File: src/hw/asp_map.svh
// Address map, field positions, reset values and counts of the serial port
`ifndef ASP_MAP_SVH
`define ASP_MAP_SVH
`define ASP_IDX_CTRL1 8'h04
`define ASP_IDX_CTRL2 8'h05
`define ASP_IDX_STATUS 8'h10
`define ASP_IDX_DATA 8'h11
`define ASP_RST_CTRL1 8'h11
`define ASP_RST_CTRL2 8'h00
`define ASP_B_INVERT 7
`define ASP_B_EDGE 6
`define ASP_F_CPC_HI 5
`define ASP_F_CPC_LO 3
`define ASP_B_STYLE 2
`define ASP_B_FORMAT 1
`define ASP_B_FRAMING 0
`define ASP_B_WIDTH 7
`define ASP_B_AUTO 4
`define ASP_F_SLOT_HI 3
`define ASP_F_SLOT_LO 0
`define ASP_B_VALID 24
`define ASP_CPC_16 3'h0
`define ASP_CPC_24 3'h1
`define ASP_CPC_32 3'h2
`define ASP_CPC_48 3'h3
`define ASP_CPC_64 3'h4
`define ASP_LEN_16 10'h010
`define ASP_LEN_24 10'h018
`define ASP_LEN_32 10'h020
`define ASP_LEN_48 10'h030
`define ASP_LEN_64 10'h040
`define ASP_W24 10'h018
`define ASP_W16 10'h010
`define ASP_POS_MAX 10'h3ff
`define ASP_FIFO_DEPTH 4
`define ASP_STRAP_WAIT 2'h2
`define ASP_NEG_MIN 24'h800000
`define ASP_POS_FULL 24'h7fffff
`endif

File: src/hw/asp_pkg.sv
// Types shared by the serial audio port
package asp_pkg;
  typedef enum logic [0:0] {
    ASP_STEREO = 1'b0,
    ASP_TDM = 1'b1
  } asp_framing_t;
  typedef logic [23:0] asp_sample_t;
  typedef logic [9:0] asp_pos_t;
endpackage

File: src/hw/asp_fifo.sv
// Small valid/ready FIFO for received samples
`timescale 1ns/1ps
module asp_fifo #(
  parameter int WIDTH = 24,
  parameter int DEPTH = 4
) (
  // Clock and reset
  input wire logic clk,
  input wire logic rst_n,
  // Fill side
  input wire logic in_valid,
  output logic in_ready,
  input wire logic [WIDTH-1:0] in_data,
  // Drain side
  output logic out_valid,
  input wire logic out_ready,
  output logic [WIDTH-1:0] out_data
);
  localparam int AW = (DEPTH > 1) ? $clog2(DEPTH) : 1;
  logic [WIDTH-1:0] mem_q [DEPTH];
  logic [AW-1:0] wr_q;
  logic [AW-1:0] rd_q;
  logic [AW:0] cnt_q;
  logic push;
  logic pop;

  assign in_ready = (cnt_q != (AW+1)'(DEPTH));
  assign out_valid = (cnt_q != '0);
  assign out_data = mem_q[rd_q];
  assign push = in_valid && in_ready;
  assign pop = out_valid && out_ready;

  always_ff @(posedge clk) begin
    if (push) begin
      mem_q[wr_q] <= in_data;
    end
  end

  always_ff @(posedge clk or negedge rst_n) begin
    if (!rst_n) begin
      wr_q <= '0;
      rd_q <= '0;
      cnt_q <= '0;
    end else begin
      if (push) begin
        wr_q <= (wr_q == AW'(DEPTH-1)) ? '0 : wr_q + 1'b1;
      end
      if (pop) begin
        rd_q <= (rd_q == AW'(DEPTH-1)) ? '0 : rd_q + 1'b1;
      end
      cnt_q <= cnt_q + (AW+1)'(push) - (AW+1)'(pop);
    end
  end
endmodule

File: src/hw/asp_top.sv
// Serial audio input port with format control and APB registers
//
// Implementation choices: the register addresses and the APB register port.
`timescale 1ns/1ps
`include "asp_map.svh"
module asp_top
  import asp_pkg::*;
(
  // APB clock and reset
  input wire logic pclk,
  input wire logic presetn,
  // APB slave
  input wire logic psel,
  input wire logic penable,
  input wire logic pwrite,
  input wire logic [11:0] paddr,
  input wire logic [31:0] pwdata,
  input wire logic [3:0] pstrb,
  output logic [31:0] prdata,
  output logic pready,
  output logic pslverr,
  // Serial audio link
  input wire logic bit_clock,
  input wire logic frame_sync,
  input wire logic serial_audio_in,
  // Address select strap
  input wire logic [1:0] addr_select,
  // Captured sample stream
  output logic [23:0] sample_out,
  output logic sample_strobe
);
  logic [7:0] ctrl1_q;
  logic [7:0] ctrl2_q;
  logic [31:0] prdata_q;
  logic pready_q;
  logic pslverr_q;
  logic overflow_q;
  logic [1:0] strap_q;
  logic strap_done_q;
  logic wr_seen_q;
  logic [23:0] sample_q;
  logic strobe_q;

  // Pin synchronisers: clock, sync, data, two strap bits
  logic [4:0] pin_raw;
  logic [4:0] pin_s1_q;
  logic [4:0] pin_s2_q;
  assign pin_raw = {addr_select, serial_audio_in, frame_sync, bit_clock};

  genvar gi;
  generate
    for (gi = 0; gi < 5; gi++) begin : g_sync
      always_ff @(posedge pclk or negedge presetn) begin
        if (!presetn) begin
          pin_s1_q[gi] <= 1'b0;
          pin_s2_q[gi] <= 1'b0;
        end else begin
          pin_s1_q[gi] <= pin_raw[gi];
          pin_s2_q[gi] <= pin_s1_q[gi];
        end
      end
    end
  endgenerate

  logic bclk_s;
  logic fs_s;
  logic sd_s;
  logic bclk_prev_q;
  logic fs_prev_q;
  assign bclk_s = pin_s2_q[0];
  assign fs_s = pin_s2_q[1];
  assign sd_s = pin_s2_q[2];

  always_ff @(posedge pclk or negedge presetn) begin
    if (!presetn) begin
      bclk_prev_q <= 1'b0;
    end else begin
      bclk_prev_q <= bclk_s;
    end
  end

  // Configuration fields
  logic output_invert;
  logic capture_edge_select;
  logic [2:0] clocks_per_chip;
  logic frame_sync_style;
  logic data_delay_format;
  asp_framing_t framing_select;
  logic width16;
  logic auto_slot;
  logic [3:0] slot_field;
  assign output_invert = ctrl1_q[`ASP_B_INVERT];
  assign capture_edge_select = ctrl1_q[`ASP_B_EDGE];
  assign clocks_per_chip = ctrl1_q[`ASP_F_CPC_HI:`ASP_F_CPC_LO];
  assign frame_sync_style = ctrl1_q[`ASP_B_STYLE];
  assign data_delay_format = ctrl1_q[`ASP_B_FORMAT];
  assign framing_select = asp_framing_t'(ctrl1_q[`ASP_B_FRAMING]);
  assign width16 = ctrl2_q[`ASP_B_WIDTH];
  assign auto_slot = ctrl2_q[`ASP_B_AUTO];
  assign slot_field = ctrl2_q[`ASP_F_SLOT_HI:`ASP_F_SLOT_LO];

  // Capture edge of the sampled bit clock
  logic cap_w;
  assign cap_w = capture_edge_select ? (bclk_prev_q && !bclk_s)
                                     : (!bclk_prev_q && bclk_s);

  // Slot length; undefined codes fall back to 32
  asp_pos_t slot_len_w;
  always_comb begin
    unique case (clocks_per_chip)
      `ASP_CPC_16: slot_len_w = `ASP_LEN_16;
      `ASP_CPC_24: slot_len_w = `ASP_LEN_24;
      `ASP_CPC_32: slot_len_w = `ASP_LEN_32;
      `ASP_CPC_48: slot_len_w = `ASP_LEN_48;
      `ASP_CPC_64: slot_len_w = `ASP_LEN_64;
      default: slot_len_w = `ASP_LEN_32;
    endcase
  end

  // Strap caught once both sync stages hold the pin, never in the reset branch
  logic [1:0] strap_age_q;
  always_ff @(posedge pclk or negedge presetn) begin
    if (!presetn) begin
      strap_age_q <= 2'h0;
      strap_q <= 2'h0;
      strap_done_q <= 1'b0;
    end else if (strap_age_q != `ASP_STRAP_WAIT) begin
      strap_age_q <= strap_age_q + 2'h1;
    end else if (!strap_done_q) begin
      strap_q <= pin_s2_q[4:3];
      strap_done_q <= 1'b1;
    end
  end

  logic [3:0] slot_sel_w;
  assign slot_sel_w = auto_slot ? {2'h0, strap_q} : slot_field;

  // Frame-sync reference edges
  logic fs_edge_w;
  logic sync_w;
  logic left_lvl;
  assign fs_edge_w = (fs_s != fs_prev_q);
  assign left_lvl = frame_sync_style;
  // TDM: both pulsed and half-duty styles start a frame on the rising edge
  assign sync_w = (framing_select == ASP_TDM) ? (fs_s && !fs_prev_q)
                                              : fs_edge_w;

  // Bit position inside the channel or frame; no frame length is checked
  asp_pos_t pos_q;
  asp_pos_t bitpos_w;
  logic bit_ok_w;
  logic in_left_q;
  always_comb begin
    bitpos_w = pos_q;
    bit_ok_w = 1'b1;
    if (sync_w) begin
      bitpos_w = '0;
      bit_ok_w = data_delay_format;
    end
  end

  always_ff @(posedge pclk or negedge presetn) begin
    if (!presetn) begin
      fs_prev_q <= 1'b0;
      pos_q <= '0;
      in_left_q <= 1'b0;
    end else if (cap_w) begin
      fs_prev_q <= fs_s;
      if (sync_w) begin
        pos_q <= data_delay_format ? 10'h001 : 10'h000;
        in_left_q <= (fs_s == left_lvl);
      end else if (pos_q != `ASP_POS_MAX) begin
        pos_q <= pos_q + 10'h001;
      end
    end
  end

  // Window of the wanted word
  asp_pos_t word_w;
  asp_pos_t start_w;
  logic active_w;
  logic in_word_w;
  logic last_w;
  assign word_w = width16 ? `ASP_W16 : `ASP_W24;
  assign start_w = (framing_select == ASP_TDM) ? 10'(slot_sel_w * slot_len_w) : '0;
  assign active_w = (framing_select == ASP_TDM) || in_left_q || (sync_w &&
                    (fs_s == left_lvl));
  assign in_word_w = cap_w && bit_ok_w && active_w && (bitpos_w >= start_w) &&
                     (bitpos_w < 10'(start_w + word_w));
  assign last_w = in_word_w && (bitpos_w == 10'(start_w + word_w - 10'h001));

  logic [23:0] shift_q;
  logic [23:0] shift_d;
  assign shift_d = {shift_q[22:0], sd_s};
  always_ff @(posedge pclk or negedge presetn) begin
    if (!presetn) begin
      shift_q <= 24'h0;
    end else if (in_word_w) begin
      shift_q <= shift_d;
    end
  end

  // Align, then invert with saturation of the most negative value
  asp_sample_t aligned_w;
  asp_sample_t proc_w;
  assign aligned_w = width16 ? {shift_d[15:0], 8'h00} : shift_d;
  always_comb begin
    proc_w = aligned_w;
    if (output_invert) begin
      proc_w = (aligned_w == `ASP_NEG_MIN) ? `ASP_POS_FULL : 24'(-aligned_w);
    end
  end

  // FIFO between capture and software; full drops the word and flags it
  logic fifo_in_ready;
  logic fifo_out_valid;
  logic fifo_out_ready;
  asp_sample_t fifo_out_data;

  asp_fifo #(
    .WIDTH(24),
    .DEPTH(`ASP_FIFO_DEPTH)
  ) u_fifo (
    .clk(pclk),
    .rst_n(presetn),
    .in_valid(last_w),
    .in_ready(fifo_in_ready),
    .in_data(proc_w),
    .out_valid(fifo_out_valid),
    .out_ready(fifo_out_ready),
    .out_data(fifo_out_data)
  );

  always_ff @(posedge pclk or negedge presetn) begin
    if (!presetn) begin
      sample_q <= 24'h0;
      strobe_q <= 1'b0;
    end else begin
      strobe_q <= last_w;
      if (last_w) begin
        sample_q <= proc_w;
      end
    end
  end

  // APB decode: one wait-free access, answer registered in setup
  logic setup_w;
  logic done_w;
  logic [7:0] idx_w;
  logic mapped_w;
  assign setup_w = psel && !penable && !pready_q;
  assign done_w = psel && penable && pready_q;
  assign idx_w = paddr[9:2];
  assign mapped_w = (paddr[1:0] == 2'h0) && (paddr[11:10] == 2'h0) &&
                    ((idx_w == `ASP_IDX_CTRL1) || (idx_w == `ASP_IDX_CTRL2) ||
                     (idx_w == `ASP_IDX_STATUS) || (idx_w == `ASP_IDX_DATA));
  assign fifo_out_ready = done_w && !pwrite && !pslverr_q && (idx_w == `ASP_IDX_DATA);

  logic [31:0] rd_w;
  always_comb begin
    rd_w = 32'h0;
    unique case (idx_w)
      `ASP_IDX_CTRL1: rd_w = {24'h0, ctrl1_q};
      `ASP_IDX_CTRL2: rd_w = {24'h0, ctrl2_q};
      `ASP_IDX_STATUS: rd_w = {28'h0, strap_q, fifo_out_valid, overflow_q};
      `ASP_IDX_DATA: rd_w = {7'h0, fifo_out_valid, fifo_out_data};
      default: rd_w = 32'h0;
    endcase
  end

  always_ff @(posedge pclk or negedge presetn) begin
    if (!presetn) begin
      pready_q <= 1'b0;
      pslverr_q <= 1'b0;
      prdata_q <= 32'h0;
    end else if (setup_w) begin
      pready_q <= 1'b1;
      pslverr_q <= !mapped_w;
      prdata_q <= (pwrite || !mapped_w) ? 32'h0 : rd_w;
    end else if (done_w) begin
      pready_q <= 1'b0;
      pslverr_q <= 1'b0;
    end
  end

  logic wr_w;
  assign wr_w = done_w && pwrite && !pslverr_q && pstrb[0];
  always_ff @(posedge pclk or negedge presetn) begin
    if (!presetn) begin
      ctrl1_q <= `ASP_RST_CTRL1;
      ctrl2_q <= `ASP_RST_CTRL2;
      wr_seen_q <= 1'b0;
    end else if (wr_w) begin
      wr_seen_q <= 1'b1;
      if (idx_w == `ASP_IDX_CTRL1) begin
        ctrl1_q <= pwdata[7:0];
      end
      if (idx_w == `ASP_IDX_CTRL2) begin
        ctrl2_q <= pwdata[7:0];
      end
    end
  end

  // Overflow sticky; a new drop wins over a write-one clear
  always_ff @(posedge pclk or negedge presetn) begin
    if (!presetn) begin
      overflow_q <= 1'b0;
    end else if (last_w && !fifo_in_ready) begin
      overflow_q <= 1'b1;
    end else if (wr_w && (idx_w == `ASP_IDX_STATUS) && pwdata[0]) begin
      overflow_q <= 1'b0;
    end
  end

  assign prdata = prdata_q;
  assign pready = pready_q;
  assign pslverr = pslverr_q;
  assign sample_out = sample_q;
  assign sample_strobe = strobe_q;

  // Checks
  property p_invert;
    @(posedge pclk) disable iff (!presetn)
    (last_w && output_invert && aligned_w != `ASP_NEG_MIN) |=>
      (sample_q == 24'($past(-aligned_w))) && strobe_q;
  endproperty
  a_invert: assert property (p_invert) else $error("sample not negated");
  property p_edge;
    @(posedge pclk) disable iff (!presetn)
    cap_w |-> (bclk_s == !capture_edge_select) && (bclk_prev_q == capture_edge_select);
  endproperty
  a_edge: assert property (p_edge) else $error("capture on wrong edge");
  property p_slot64;
    @(posedge pclk) disable iff (!presetn)
    (clocks_per_chip == `ASP_CPC_64) |-> (slot_len_w == `ASP_LEN_64);
  endproperty
  a_slot64: assert property (p_slot64) else $error("slot length not 64");
  property p_reset_cfg;
    @(posedge pclk) disable iff (!presetn)
    !wr_seen_q |-> (ctrl1_q == `ASP_RST_CTRL1) && (framing_select == ASP_TDM);
  endproperty
  a_reset_cfg: assert property (p_reset_cfg) else $error("bad reset config");
  property p_left;
    @(posedge pclk) disable iff (!presetn)
    (cap_w && sync_w && framing_select == ASP_STEREO) |=>
      (in_left_q == ($past(fs_s) == $past(frame_sync_style)));
  endproperty
  a_left: assert property (p_left) else $error("left channel level wrong");
  property p_delay;
    @(posedge pclk) disable iff (!presetn)
    (cap_w && sync_w) |=> (pos_q == {9'h0, $past(data_delay_format)});
  endproperty
  a_delay: assert property (p_delay) else $error("data delay wrong");
  property p_width16;
    @(posedge pclk) disable iff (!presetn)
    (last_w && width16) |=> (sample_q[7:0] == 8'h00);
  endproperty
  a_width16: assert property (p_width16) else $error("16-bit word misaligned");
  property p_auto;
    @(posedge pclk) disable iff (!presetn)
    $rose(strap_done_q) |-> (strap_q == $past(pin_s2_q[4:3])) &&
      ($past(strap_age_q) == `ASP_STRAP_WAIT);
  endproperty
  a_auto: assert property (p_auto) else $error("strap caught too early");
  property p_window;
    @(posedge pclk) disable iff (!presetn)
    (in_word_w && framing_select == ASP_TDM) |->
      (bitpos_w >= 10'(slot_sel_w * slot_len_w));
  endproperty
  a_window: assert property (p_window) else $error("bit outside own slot");
endmodule

File: config.mk
export PLATFORM = sky130hd
export DESIGN_NAME = asp_top
export DESIGN_NICKNAME = d
export VERILOG_FILES = /design/src/hw/asp_pkg.sv /design/src/hw/asp_fifo.sv /design/src/hw/asp_top.sv
export VERILOG_INCLUDE_DIRS = /design/src /design/src/hw
export SDC_FILE = /design/constraint.sdc
export NUM_CORES = 1
export LEC_CHECK = 0
export BUFFER_PORTS_ARGS = -buffer_cell sky130_fd_sc_hd__buf_2
export CAP_MARGIN = 5
export CORE_ASPECT_RATIO = 0.5
export CORE_UTILIZATION = 35
export CTS_CLUSTER_DIAMETER = 150
export DETAILED_ROUTE_END_ITERATION = 6
export PLACE_DENSITY = 0.58
export SETUP_SLACK_MARGIN = 0.05
export SYNTH_ARGS = -nofsm -noshare
export SYNTH_HDL_FRONTEND = slang
export SYNTH_SLANG_ARGS = --single-unit
File: constraint.sdc
create_clock -name pclk -period 9.42 [get_ports pclk]
set_input_delay 2.826 -clock pclk [delete_from_list [all_inputs] [get_ports pclk]]
set_output_delay 2.826 -clock pclk [all_outputs]
set_load 0.01 [all_outputs]
==> metrics.md <==
| Metric | Value |
|---|---|
| Initial DRT Pass Iterations | 4 |
| Final wirelength | 23.3 mm |
| Register share of total power | 50.2% |
| Core area | 0.0304 mm² |
| Site Rows | 45 |
| CTS tree | done |
| Post-Place Cells | 1280 |
| Post-route ant nets | 0 |
| Max Fclk | 152 MHz |
| Largest net degree at the start of global routing | 66 |
| CP max FO | 26 |
| Setup TNS | 0 ps |
| Design Power | 2.15 mW |
| Die height | 126 µm |
| Finished Layout Cells | 1322 |
| DRT met1 WL | 10.5 mm |
| Yosys warns | 0 |
| Routed via count | 6729 |
| Final min period | 6580 ps |
| Starting density of the core | 35.7% |
| H-tree depth | 1 |
| Fin Hold WS | 348 ps |
| Unrepaired setup endpoints after global routing | no |
| Post-CTS sizing | 0 |
| Post-CTS Repair Setup Buffers | 0 |
| Required time of the worst setup path | 9810 ps |
| Setup violators final | 0 |
| Clock Path Buffers | 3 |
| GR Util All Layers | 15.1% |
| Peak VDD IR | 125 µV |
| Skew-Pair Late Insertion Delay | 530 ps |
| Int Power | 1.64 mW |
| Vias per cell | 5.09 |
| # DRC | 0 |
| Die area | 0.0317 mm² |
| Final Hold Viols | 0 |
| IO buf count | 82 |
| Post-synthesis sequential area ratio | 55.9% |
| Clock power share | 43.1% |
| Top Ports | 117 |
| Top routing layer in use | met4 |
| Register bit total from synthesis | 223 |
| Wire length on met2 | 11.4 mm |
| Sw frac | 23.6% |
| Fraction of registers with async set or reset after synthesis | 57.0% |
| Reg clk slew, reported paths | 60 ps |
| Global-route wire length before repair | 37.7 mm |
| Synthesized area | 0.0108 mm² |
| Crit path capture type | register |
| Comb pwr share | 6.6% |
| Routability cong. | 0.777 |
| Layout cells sized above 1 | 27.3% |
| Mapped Cells | 818 |
| Fin crit share | 69.9% |
| Post-route cell area | 0.0124 mm² |
| Post-DP Area | 0.0117 mm² |
| Crit start category | register |
| CTS sink count | 223 |
| Die width | 251 µm |
| Met3 routed WL | 668 µm |
| CTS root buffer | clkbuf_16 |
| Area delta synth->final | 14.8% |
| Vias in the first global route | 6883 |
| Final Max Tran Viols | 0 |
| DPL Wire Length | 15.8 mm |
| Maxcap violations | 0 |
| Avg WL per Cell | 17.7 µm |
| # diodes | 0 |
| Min-Delay Path Class | reg -> reg |
| Gr ovfl total | 0 |
| EDFF count, synth | 96 |
| Antenna violations before repair | 0 |
| Dominant synthesized flop cell | dfrtp_1 |
| Fin nets | 1006 |
| Post-synthesis area per instance | 13.3 µm² |
| P_sw | 507 µW |
| # hold bufs at CTS | 0 |
| Synth cell types | 70 |
| Pleak | 5.22 nW |
| Slew HR | 22.4% |
| Critical Path AT | 6970 ps |
| Iteration-0 DRC Markers | 381 |
| Worst Skew | 25.5 ps |
| Cts bufs inserted | 23 |
| Worst setup path class | reg -> reg |
| Power density over the cells | 172 mW/mm² |
| Worst Tran Pin Value | 1160 ps |
| Status | completed |
-- through the flow --
step / utilization (%) / setup WS, ps
after floorplan: - / 2620
after global placement: 38.4 / 2890
after detailed placement: 38.4 / 2770
after CTS: 40.9 / 2780
after global routing: 40.9 / 2480
final: 40.9 / 2840
-- registers in the layout, indices dropped and copies added (netlist names), 2 cells and up --
name	cells
u_fifo.mem_q	96
pin_s1_q	5
pos_q	10
u_fifo.cnt_q	3
strap_age_q	2
prdata	25
ctrl1_q	8
u_fifo.rd_q	2
pin_s2_q	2
strap_q	2
u_fifo.wr_q	2
sample_out	24
shift_q	23
ctrl2_q	8
-- worst paths after layout --
check / start / to / slack [ps] / depth (start not counted)
setup / recovery: ctrl1_q[3] / sample_out[3] / 2840 / 17
hold / removal: pin_s1_q[0] / bclk_s / 350 / 0
setup reg to reg: ctrl1_q[3] / sample_out[3] / 2840 / 17
hold reg to reg: pin_s1_q[0] / bclk_s / 350 / 0
max in group asynchronous: presetn / sample_out[3] / 5870 / 2
min in group asynchronous: presetn / strap_age_q[1] / 2290 / 1
-- power groups by stage --
stage | Sequential [mW] | Combinational, mW | Clock [mW]
after CTS | 1.08 | 0.144 | 0.952
after floorplan | 1.08 | 0.101 | 0
after global placement | 1.10 | 0.137 | 0
after global routing | 1.08 | 0.160 | 0.990
after detailed placement | 1.10 | 0.143 | 0
final | 1.08 | 0.142 | 0.926
-- logic make-up (layout without fill, tap and decap cells) --
logic type | count (synthesis) | count (layout) | synth area share [%]
other cells | 1 | 7 | 0.0346
flops | 223 | 223 | 55.9
fa+ha+maj | 43 | 43 | 5.29
compound gates | 124 | 124 | 7.53
simple gates | 210 | 210 | 9.93
buf+inv | 64 | 163 | 2.94
mux | 110 | 110 | 14.4
xor+xnor | 43 | 43 | 3.95
-- synth_stat cells (all sizes together) (3+ instances only) --
| master | count | area share, % |
|---|---|---|
| ha | 37 | 4.3 |
| a21oi | 27 | 1.2 |
| nand2 | 69 | 2.4 |
| a221oi | 4 | 0.32 |
| a31oi | 3 | 0.17 |
| nand2b | 11 | 0.63 |
| or3b | 4 | 0.35 |
| o21a | 3 | 0.21 |
| nor3 | 17 | 0.83 |
| fa | 5 | 0.92 |
| nor3b | 4 | 0.28 |
| xnor2 | 25 | 2.2 |
| nand3 | 9 | 0.42 |
| inv | 27 | 0.93 |
| mux4 | 24 | 5.0 |
| nor2 | 41 | 1.5 |
| nand3b | 4 | 0.28 |
| nand4 | 6 | 0.35 |
| o31ai | 6 | 0.42 |
| a21o | 7 | 0.50 |
| and3 | 6 | 0.35 |
| edfxtp | 96 | 27 |
| mux2 | 71 | 8.0 |
| o21ai | 41 | 1.9 |
| or3 | 10 | 0.59 |
| or2 | 6 | 0.35 |
| xor2 | 16 | 1.4 |
| a22o | 24 | 2.0 |
| nor2b | 3 | 0.17 |
| buf | 23 | 1.5 |
| dfrtp | 125 | 29 |
| nand4b | 3 | 0.24 |
| mux2i | 15 | 1.4 |
| and2 | 10 | 0.58 |
| clkbuf | 14 | 0.48 |
-- layer usage --
layer | up-vias | global-route usage (%)
met3 | 47 | 2.22
li1 | 3174 | -
met4 | 0 | 5.09
met5 | - | 0
met2 | 101 | 25.9
met1 | 3407 | 19.6
-- cell type report --
class,count,area [µm²]
Tap cell,399,499
Inverter,27,101
Fill cell,2860,18000
Multi-Input combinational cell,537,4500
Timing Repair Buffer,94,507
Sequential cell,223,6060
Clock buffer,31,651
Clock inverter,11,123
-- placed cells by master, fill, tap and decap left out, types with 15 or more instances in the layout --
| cell type | synthesis | layout |
|---|---|---|
| inv_1 | 27 | 27 |
| a22o_1 | 23 | 23 |
| mux2_2 | 52 | 52 |
| edfxtp_1 | 96 | 96 |
| nand2_1 | 68 | 68 |
| buf_2 | 10 | 81 |
| a21oi_1 | 27 | 27 |
| mux2i_1 | 15 | 15 |
| nor2_1 | 40 | 40 |
| dfrtp_1 | 125 | 125 |
| ha_1 | 37 | 37 |
| nor3_1 | 16 | 16 |
| xor2_1 | 15 | 15 |
| xnor2_1 | 23 | 23 |
| mux4_2 | 24 | 24 |
| o21ai_0 | 38 | 38 |
| clkbuf_16 | 0 | 24 |
| mux2_4 | 19 | 19 |
-- worst max-delay path, stage by stage (launching register included) --
cell      delay (ps)
dfrtp_1          400
inv_1             70
or3_2            500
or2_2            330
fa_1             530
inv_1             50
fa_1             530
fa_1             620
nand4b_1         260
xnor2_2          290
ha_1             290
a21oi_1          140
o21ai_0          110
maj3_1           430
a211oi_4         250
buf_4            360
and3_2           870
mux2_2           410
Note: power is estimated with default switching activity, not from simulation.
